File: src/core/sram_host_defs.svh
// constants for the host controller of a 1024 x 1 asynchronous static memory
// assumes a single 125 MHz clock; every count is derived from a printed time in ns
// Operation
// - strobe held low at least 35 ns
// - address 5 ns before strobe, 5 after
// - data-in 40 ns before strobe end, 5 after
// - select 5 ns before strobe, 5 after
`ifndef SRAM_HOST_DEFS_SVH
`define SRAM_HOST_DEFS_SVH

// ****************************************************************
// clock and rounding
// ****************************************************************
`define CLK_PERIOD_NS       8
// least times round up to whole cycles, never below one
`define CYC_CEIL(ns)        ((((ns) + `CLK_PERIOD_NS - 1) / `CLK_PERIOD_NS) < 1 ? 1 : \
                             (((ns) + `CLK_PERIOD_NS - 1) / `CLK_PERIOD_NS))

// ****************************************************************
// organisation
// ****************************************************************
`define SRAM_ADDR_W         10
`define SRAM_WORDS          1024
`define CNT_W               4

// ****************************************************************
// printed times, ns
// ****************************************************************
`define T_ADDR_ACCESS_NS    45
`define T_SEL_ACCESS_NS     30
`define T_SEL_OFF_NS        30
`define T_WE_OFF_NS         30
`define T_WE_RECOVER_NS     30
`define T_WE_PULSE_NS       35
`define T_ADDR_SETUP_NS     5
`define T_ADDR_HOLD_NS      5
`define T_DATA_SETUP_NS     40
`define T_DATA_HOLD_NS      5
`define T_SEL_SETUP_NS      5
`define T_SEL_HOLD_NS       5
`define T_WRITE_CYCLE_NS    45

// ****************************************************************
// derived cycle counts
// ****************************************************************
`define SYNC_STAGES         2
// read waits for the slower of address and select access, plus the synchroniser
`define CYC_READ            (`CYC_CEIL(`T_ADDR_ACCESS_NS) + `SYNC_STAGES)
`define CYC_SETUP           `CYC_CEIL(`T_ADDR_SETUP_NS)
`define CYC_PULSE           `CYC_CEIL(`T_WE_PULSE_NS)
`define CYC_HOLD            `CYC_CEIL(`T_ADDR_HOLD_NS)
`define CYC_DATA_SETUP      `CYC_CEIL(`T_DATA_SETUP_NS)
`define CYC_WRITE_CYCLE     `CYC_CEIL(`T_WRITE_CYCLE_NS)
// idle gap after deselect so a previous output has switched off
`define CYC_TURN            `CYC_CEIL(`T_SEL_OFF_NS)

`endif

File: src/core/sram_host_pkg.sv
// types shared by the memory host controller and its pin synchroniser
// assumes the constants header sits beside it on the include path
`include "sram_host_defs.svh"

package sram_host_pkg;

    // ****************************************************************
    // controller phases
    // ****************************************************************
    typedef enum logic [2:0] {
        PH_IDLE,
        PH_READ,
        PH_SETUP,
        PH_STROBE,
        PH_HOLD,
        PH_TURN
    } phase_t;

    // ****************************************************************
    // whole controller state
    // ****************************************************************
    typedef struct packed {
        phase_t                   phase;      // current phase
        logic [`CNT_W-1:0]        count;      // cycles left in phase
        logic [`CNT_W-1:0]        span;       // cycles since strobe fell
        logic [`SRAM_ADDR_W-1:0]  addr;       // address pins
        logic                     selectN;    // chip select pin
        logic                     writeN;     // write strobe pin
        logic                     dataIn;     // data-in pin
        logic                     rspValid;   // answer pulse
        logic                     rspData;    // read bit
    } ctrl_t;

    // two-stage synchroniser state
    typedef struct packed {
        logic first;                          // metastable stage
        logic second;                         // settled stage
    } sync_t;

endpackage

File: src/core/pin_sync.sv
// two flip-flop synchroniser for the memory's data-out pin
// assumes the pin is asynchronous to mclk; first stage feeds only the second
`timescale 1ns/1ps

module pin_sync
    import sram_host_pkg::*;
(
    // clock and reset
    input  wire logic mclk,
    input  wire logic resetn,
    // pin in, settled level out
    input  wire logic pinIn,
    output logic      levelOut
);

    // ****************************************************************
    // state
    // ****************************************************************
    sync_t s;       // registered stages
    sync_t next_s;  // next stages

    // shift the pin through two stages
    always_comb
    begin
        next_s.first  = pinIn;
        next_s.second = s.first;
    end

    // register; reset to the pulled-high idle level of the pin
    always_ff @(posedge mclk)
    begin
        if (!resetn)
        begin
            s <= '{first: 1'b1, second: 1'b1};
        end
        else
        begin
            s <= next_s;
        end
    end

    assign levelOut = s.second;

endmodule

File: src/core/sram_host.sv
// host controller that drives a 1024 x 1 asynchronous static memory
// assumes the memory sits on the pins below with no clock of its own,
// and that the user side is on mclk (125 MHz) with synchronous reset
`timescale 1ns/1ps
`include "sram_host_defs.svh"

module sram_host
    import sram_host_pkg::*;
(
    // clock and reset
    input  wire logic                    mclk,
    input  wire logic                    resetn,
    // user request
    input  wire logic                    reqValid,
    output logic                         reqReady,
    input  wire logic                    reqWrite,
    input  wire logic [`SRAM_ADDR_W-1:0] reqAddr,
    input  wire logic                    reqData,
    // user answer
    output logic                         rspValid,
    output logic                         rspData,
    // memory pins
    output logic [`SRAM_ADDR_W-1:0]      sramAddr,
    output logic                         sramSelectN,
    output logic                         sramWriteN,
    output logic                         sramDataIn,
    input  wire logic                    sramDataOut
);

    // ****************************************************************
    // derived counts, sized to the counter
    // ****************************************************************
    localparam logic [`CNT_W-1:0] READ_CYC  = `CNT_W'(`CYC_READ);        // wait for read data
    localparam logic [`CNT_W-1:0] SETUP_CYC = `CNT_W'(`CYC_SETUP);       // before strobe falls
    localparam logic [`CNT_W-1:0] PULSE_CYC = `CNT_W'(`CYC_PULSE);       // strobe low width
    localparam logic [`CNT_W-1:0] HOLD_CYC  = `CNT_W'(`CYC_HOLD);        // after strobe rises
    localparam logic [`CNT_W-1:0] DSET_CYC  = `CNT_W'(`CYC_DATA_SETUP);  // data before strobe end
    localparam logic [`CNT_W-1:0] WCYC_CYC  = `CNT_W'(`CYC_WRITE_CYCLE); // whole write cycle
    localparam logic [`CNT_W-1:0] TURN_CYC  = `CNT_W'(`CYC_TURN);        // output switch-off gap
    localparam logic [`CNT_W-1:0] ONE       = `CNT_W'(1);

    // ****************************************************************
    // helpers
    // ****************************************************************
    // larger of two counts; the strobe must satisfy both its own width
    // and the data setup, since data is presented no earlier than setup
    function automatic logic [`CNT_W-1:0] maxCnt(input logic [`CNT_W-1:0] a,
                                                 input logic [`CNT_W-1:0] b);
        maxCnt = (a > b) ? a : b;
    endfunction

    // strobe width: data goes valid with the address, SETUP_CYC before
    // the strobe, so the pulse only has to cover the remainder of its setup
    localparam logic [`CNT_W-1:0] STROBE_CYC =
        maxCnt(PULSE_CYC, (DSET_CYC > SETUP_CYC) ? DSET_CYC - SETUP_CYC : ONE);

    // ****************************************************************
    // synchronised data-out pin
    // ****************************************************************
    logic dataOutSync;  // settled level of the memory output

    // the output is open collector or three-state; both idle high here,
    // and the bit is only sampled after the access time has run out
    pin_sync u_dout_sync (
        .mclk     (mclk),
        .resetn   (resetn),
        .pinIn    (sramDataOut),
        .levelOut (dataOutSync)
    );

    // ****************************************************************
    // state
    // ****************************************************************
    ctrl_t s;       // registered state
    ctrl_t next_s;  // next state

    // idle value: deselected, strobe high, no answer
    localparam ctrl_t IDLE_STATE = '{
        phase:    PH_IDLE,
        count:    '0,
        span:     '0,
        addr:     '0,
        selectN:  1'b1,
        writeN:   1'b1,
        dataIn:   1'b0,
        rspValid: 1'b0,
        rspData:  1'b0
    };

    // a request is taken only when idle; handshake is combinational
    assign reqReady = (s.phase == PH_IDLE);

    // ****************************************************************
    // next-state logic
    // ****************************************************************
    always_comb
    begin
        next_s          = s;
        // answer is a one-cycle pulse
        next_s.rspValid = 1'b0;
        // count down the current phase
        if (s.count != '0)
        begin
            next_s.count = s.count - ONE;
        end
        // span counter from strobe fall to deselect, for the write cycle time
        if (s.span != '0 && s.span != '1)
        begin
            next_s.span = s.span + ONE;
        end

        unique case (s.phase)
            PH_IDLE:
            begin
                // select and address go out together; the memory decodes
                if (reqValid)
                begin
                    next_s.addr    = reqAddr;
                    next_s.selectN = 1'b0;
                    next_s.dataIn  = reqData;
                    next_s.span    = '0;
                    if (reqWrite)
                    begin
                        // address, select and data lead the strobe
                        next_s.phase = PH_SETUP;
                        next_s.count = SETUP_CYC - ONE;
                    end
                    else
                    begin
                        // strobe stays high: read
                        next_s.writeN = 1'b1;
                        next_s.phase  = PH_READ;
                        next_s.count  = READ_CYC - ONE;
                    end
                end
            end

            PH_READ:
            begin
                // wait covers address access and select access, both
                // counted from the same edge, plus the synchroniser
                if (s.count == '0)
                begin
                    next_s.rspData  = dataOutSync;
                    next_s.rspValid = 1'b1;
                    next_s.selectN  = 1'b1;
                    next_s.phase    = PH_TURN;
                    next_s.count    = TURN_CYC - ONE;
                end
            end

            PH_SETUP:
            begin
                // address and select have been stable for the setup time
                if (s.count == '0)
                begin
                    next_s.writeN = 1'b0;
                    next_s.phase  = PH_STROBE;
                    next_s.count  = STROBE_CYC - ONE;
                    next_s.span   = ONE;
                end
            end

            PH_STROBE:
            begin
                // the memory blanks its output meanwhile; nothing is sampled
                if (s.count == '0)
                begin
                    // bit is latched by the memory on this rising edge
                    next_s.writeN = 1'b1;
                    next_s.phase  = PH_HOLD;
                    next_s.count  = HOLD_CYC - ONE;
                end
            end

            PH_HOLD:
            begin
                // address, select and data held past the strobe's end;
                // also waits out the write cycle time from strobe fall
                if (s.count == '0 && s.span >= WCYC_CYC)
                begin
                    next_s.selectN  = 1'b1;
                    next_s.rspValid = 1'b1;
                    next_s.span     = '0;
                    next_s.phase    = PH_TURN;
                    next_s.count    = TURN_CYC - ONE;
                end
            end

            PH_TURN:
            begin
                // gap lets the output switch off before another device or
                // access is started; costs a few cycles per access
                if (s.count == '0)
                begin
                    next_s.phase = PH_IDLE;
                end
            end
        endcase
    end

    // ****************************************************************
    // state register
    // ****************************************************************
    // synchronous reset to the idle, deselected state
    always_ff @(posedge mclk)
    begin
        if (!resetn)
        begin
            s <= IDLE_STATE;
        end
        else
        begin
            s <= next_s;
        end
    end

    // ****************************************************************
    // outputs, all straight from the state register
    // ****************************************************************
    // the strobe is never low while select is high, so a deselected
    // memory always sees a plain idle bus
    assign sramAddr    = s.addr;
    assign sramSelectN = s.selectN;
    assign sramWriteN  = s.writeN;
    assign sramDataIn  = s.dataIn;
    assign rspValid    = s.rspValid;
    assign rspData     = s.rspData;

endmodule

File: config.mk
export PLATFORM = sky130hd
export DESIGN_NAME = sram_host
export DESIGN_NICKNAME = d
export VERILOG_FILES = /design/src/core/sram_host_pkg.sv /design/src/core/pin_sync.sv /design/src/core/sram_host.sv
export VERILOG_INCLUDE_DIRS = /design/src /design/src/core
export SDC_FILE = /design/constraint.sdc
export NUM_CORES = 1
export LEC_CHECK = 0
export BUFFER_PORTS_ARGS = -buffer_cell sky130_fd_sc_hd__buf_2
export CORE_MARGIN = 3
export CORE_UTILIZATION = 30
export DETAILED_ROUTE_END_ITERATION = 7
export PLACE_DENSITY_LB_ADDON = 0.25
export SYNTH_ARGS = -nofsm -noshare
export SYNTH_HDL_FRONTEND = slang
export SYNTH_SLANG_ARGS = --single-unit
File: constraint.sdc
create_clock -name mclk -period 2.9 [get_ports mclk]
set_clock_uncertainty 0.05 [all_clocks]
set_input_delay 0.87 -clock mclk [delete_from_list [all_inputs] [get_ports mclk]]
set_output_delay 0.87 -clock mclk [all_outputs]
set_load 0.01 [all_outputs]
[Word level (Yosys, flattened, before mapping)]
Index checks and enable logic that the tools add are counted.
Word-level totals
  register bits after elaboration: 28
  ROM bits: 0
  RAM bits: 0
  output and inout bits: 16
  latch bits: 0
  memories: 0
Cells by class
  div/mod/pow operators: 0
  reductions and logical operators: 13
  magnitude comparators: 1
  multipliers: 0
  mux-type cells: 21
  $add $sub $neg: 2
  bitwise operators: 0
  equality and inequality tests: 13
  shift operators: 0
Operator list (count)
  24-bit two-way mux: 1
  11-bit two-way mux: 2
  4-bit case mux with 5 select lines: 1
  3-bit case mux with 6 select lines: 1
  7-bit two-way mux: 2
  2-bit inequality test, second input constant: 7
  4-bit case mux with 3 select lines: 1
  4-bit two-way mux: 2
  4-bit nonzero test: 2
  3-bit by 2-bit == test with 1-bit output, second input constant: 2
  3-bit == test, second input constant: 2
  6-bit two-way mux: 1
  1-bit case mux with 3 select lines: 2
  6-bit AND reduction: 1
  3-bit nonzero test: 2
  1-bit two-way mux: 5
  5-bit AND reduction: 1
  4-bit by 1-bit adder with 4-bit output, second input constant: 1
  4-bit by 3-bit greater-or-equal comparator with 1-bit output, second input constant: 1
  4-bit zero test: 1
  4-bit inequality test, second input constant: 1
  2-bit AND reduction: 2
  4-bit AND reduction: 1
  4-bit by 1-bit subtractor with 4-bit output, second input constant: 1
  other kinds (6): 7

[Longest topological paths before layout]
  word-level depth: 5
  mapped depth: 8
  depth with buffers taken out: 8

[Cells and area by module]
A second synthesis with hierarchy kept.
Second synthesis, totals
  cell total of the unflattened synthesis: 195
  area total of the unflattened synthesis: 1551.5 um^2
By module, submodules not included
  sram_host: instances 1, area each 1498.9 um^2, sequential area each 520.5 um^2, cells each 191
  pin_sync: instances 1, area each 52.6 um^2, sequential area each 40.0 um^2, cells each 4

[Least setup slack after synthesis]
OpenSTA, ideal clock, no wires.
  kind: input -> register
  start point: input port reqValid
  end point: register s[15] (netlist name)
  cell stages on the path: 5
  arrival: 1940 ps
  required time: 2727 ps
  setup time: 123 ps
  buffers on the path: 1
  setup slack: 787 ps
  cells stage by stage: buf_2 or4b_1 o2111a_1 a311oi_1 o22ai_1
Between the ends
  longest elaborated chain between the ends: 2
RTL lines
  start, declared: line sram_host.sv:14  | input wire logic reqValid,
  24-bit two-way mux: line sram_host.sv:116  | if (reqValid)
  4-bit case mux with 3 select lines: line sram_host.sv:112  | unique case (s.phase)
  end signal, assigned: line sram_host.sv:214  | s <= next_s;
  end, declared: line sram_host.sv:74  | ctrl_t s;
No other way between the ends. The select of a mux whose other input is x is not followed.
A chain may end at the register's enable or synchronous reset.

[Worst setup path after layout]
  start point: register s[20] (netlist name)
  end point: register s[19] (netlist name)
Between the ends
  longest elaborated chain between the ends: 4
  elaborated cells on any way between the ends: 10
  those cells by class: mux: 7; reduce/logical: 3
RTL lines
  4-bit nonzero test or 4-bit zero test (tied branches)
  4-bit two-way mux or 1-bit logical AND (tied branches): line sram_host.sv:102, sram_host.sv:180
  11-bit two-way mux, or another cell as far along: line sram_host.sv:180  | if (s.count == '0 && s.span >= WCYC_CYC)
  4-bit case mux with 5 select lines *: line sram_host.sv:112
Mark *: on every way between the ends. The rest lies on a longest branch, timed or not. The select of a mux whose other input is x is not followed.

==> summary.txt <==
Clock network
  • Clock Latency Late Sink: 0.27 ns
  • # Post-CTS Setup Buffers: 0
  • Clock slew at reported path FFs: 0.10 ns
  • CTS Sinks: 28
  • Hold Buf Count CTS: 0
  • CTS tree: yes
  • Clock tree buffer depth: 2
  • CTS buffer count: 3
  • Root buf cell: clkbuf_8
  • PostCTS Resize Cnt: 0
  • CTS H-tree depth: 1

Timing
  • Min cycle time layout: 2.16 ns
  • Setup violators final: 0
  • RSZ-0062 raised after global routing: no
  • Final period util: 74.3%
  • Slew margin rel.: 52.7%
  • Min Hold Slack: 0.365 ns
  • Max Fclk: 0.464 GHz
  • Hold Fails Final Rpt: 0
  • Slew of the pin with the lowest slew margin: 0.709 ns
  • Setup TNS: 0 ns
  • Worst setup margin: 0.745 ns
  • Slew Limit Fails: 0

Floorplan
  • Initial Util: 32.1%
  • Die footprint: 6160 µm²
  • Die Span Y: 78.5 µm
  • I/O Pins: 32
  • Core area: 4910 µm²
  • Num rows: 25
  • Die Wd: 78.5 µm

Yosys
  • Top cells by area, synth: dfxtp_1 (36%), nand2_1 (6.7%), a21oi_1 (6.4%), buf_4 (4.8%), ha_1 (4.8%)
  • Main synth FF type: dfxtp_1
  • Synth Area per Inst: 8.04 µm²
  • Syn Inst Count: 196
  • Synth cell types: 47
  • Ys Warns: 0
  • Synth top area share: 35.6%
  • Post-synth EDFFs: 0
  • List of most frequent post-synthesis cells: dfxtp_1 (28), nand2_1 (28), a21oi_1 (20), nor2_1 (15)
  • Cell area after synthesis: 1580 µm²
  • Syn nets: 218
  • Sequential fraction of the synthesis area: 35.6%
  • Async S/R FF share, synth: 0%
  • Largest area contributor in the netlist: dfxtp_1
  • FF+latch count, synth: 28

Global routing
  • Largest net degree at the start of global routing: 23
  • Initial antenna violation count: 0
  • GR Util met1: 15.3%
  • Vias in the first global route: 1309
  • GRT overflow: 0
  • Met2 GRT Util: 19.3%
  • Busiest grt layer: met2
  • Met3 Usage GRT: 3.67%
  • Global-route wire length before repair: 6.12 mm
  • Total GRT Usage: 12.1%

Route
  • First-pass iteration count of the detailed router: 4
  • Post-route ant nets: 0
  • WL final: 3.63 mm
  • Via count: 1403
  • Via-to-Cell Ratio: 4.99
  • WL/cell: 12.9 µm
  • Drt initial violations: 110
  • Residual DRC: 0

Power
  • PwrDens: 918 nW/µm²
  • Maximum vdd drop: 0.361 mV
  • Total power: 1.64 mW
  • LEAKAGE: 0.752 nW

Run
  • MaxCap Viol Count: 0

Placement
  • Area after DPL: 1720 µm²
  • Dpl cells: 277
  • Dpl ws: 0.709 ns
  • RD Place Congestion: 0.818
  • IO buf count: 31
  • Hpwl dp: 2.61 mm

Layout
  • Post-route cell area: 1790 µm²
  • Non-Filler Instances: 281
  • Register area: 561 µm²
  • Layout area overhead: 13.7%
  • Multi-input logic area: 846 µm²
  • Fillers: 520
  • Final Net Count: 237
  • Final core occ: 36.5%
  • Layout cells sized above 1: 21.5%
  • Ant. Diodes: 0

Setup path
  • CP Data Required Time: 3.02 ns
  • Crit start category: register
  • Setup CP Type: reg -> reg
  • Crit-path max FO: 9
  • CP Capture Type: register
  • Crit path DAT: 2.28 ns

Worst hold path
  • Hold Path Class: reg -> reg

Outcome
  • Status: completed
## sequential cells by signal, indices dropped and copies added (netlist names)
name / cells
sramWriteN: 1
u_dout_sync.next_s: 1
sramAddr: 10
rspData: 1
sramDataIn: 1
s: 11
rspValid: 1
u_dout_sync.levelOut: 1
sramSelectN: 1
## where the power goes
part	switching [mW]	internal, mW	total [mW]
registers	0.0769	0.469	0.546
clock network	0.125	0.185	0.309
logic	0.451	0.337	0.789
## cells in the final DEF, fill, tap and decap left out, types with 2 or more instances in the layout
cell / n
mux2_2: 2
nand3_1: 5
nand2b_1: 6
nor2_1: 15
ha_1: 6
o311a_1: 2
a31oi_1: 3
buf_2: 31
o21ai_0: 5
a211oi_1: 2
nor3_1: 3
or4b_1: 2
a311oi_1: 2
dfxtp_1: 28
inv_1: 10
nand2_1: 28
o211ai_1: 2
o22ai_1: 3
nor4_1: 3
mux2i_1: 3
nor3b_1: 2
a21oi_1: 20
buf_4: 5
clkbuf_8: 3
## worst paths after layout
check	from	to	slack, ns	depth (start not counted)
setup / recovery	s[20]	s[19]	0.74	7
hold / removal	u_dout_sync.next_s[0]	u_dout_sync.levelOut	0.36	1
setup reg to reg	s[20]	s[19]	0.74	7
hold reg to reg	u_dout_sync.next_s[0]	u_dout_sync.levelOut	0.36	1
## kinds of logic after synthesis
group                      after synthesis  share of synthesized area (%)
muxes                                    5                           3.34
and+or+nand+nor                         73                           23.7
adders and majority gates                6                           4.77
AOI/OAI and AO/OA                       51                           21.4
xor gates and xnor gates                 1                          0.556
buffers and inverters                   32                           10.7
DFF                                     28                           35.6
## per-layer routing
| metal | share of wire (%) | wire length (µm) |
|---|---|---|
| met2 | 47 | 1700 |
| met3 | 7.3 | 266 |
| met5 | 0 | 0 |
| met1 | 44 | 1600 |
| met4 | 1.7 | 62 |
## layout make-up
cell class / count / area share, %
clock inverter: 1 / 1.68
multi-input combinational: 136 / 47.2
sequential: 28 / 31.3
clock buffer: 3 / 2.30
timing repair buffer: 36 / 10.8
inverter: 10 / 2.09
tap: 67 / 4.68
## critical path, stage by stage (launching register included)
cell	delay [ns]
dfxtp_1	0.33
inv_1	0.09
ha_1	0.23
nor3b_4	0.40
inv_1	0.24
ha_1	0.35
a211oi_1	0.07
o311a_1	0.29
No activity file was read; power rests on OpenSTA's default activity.
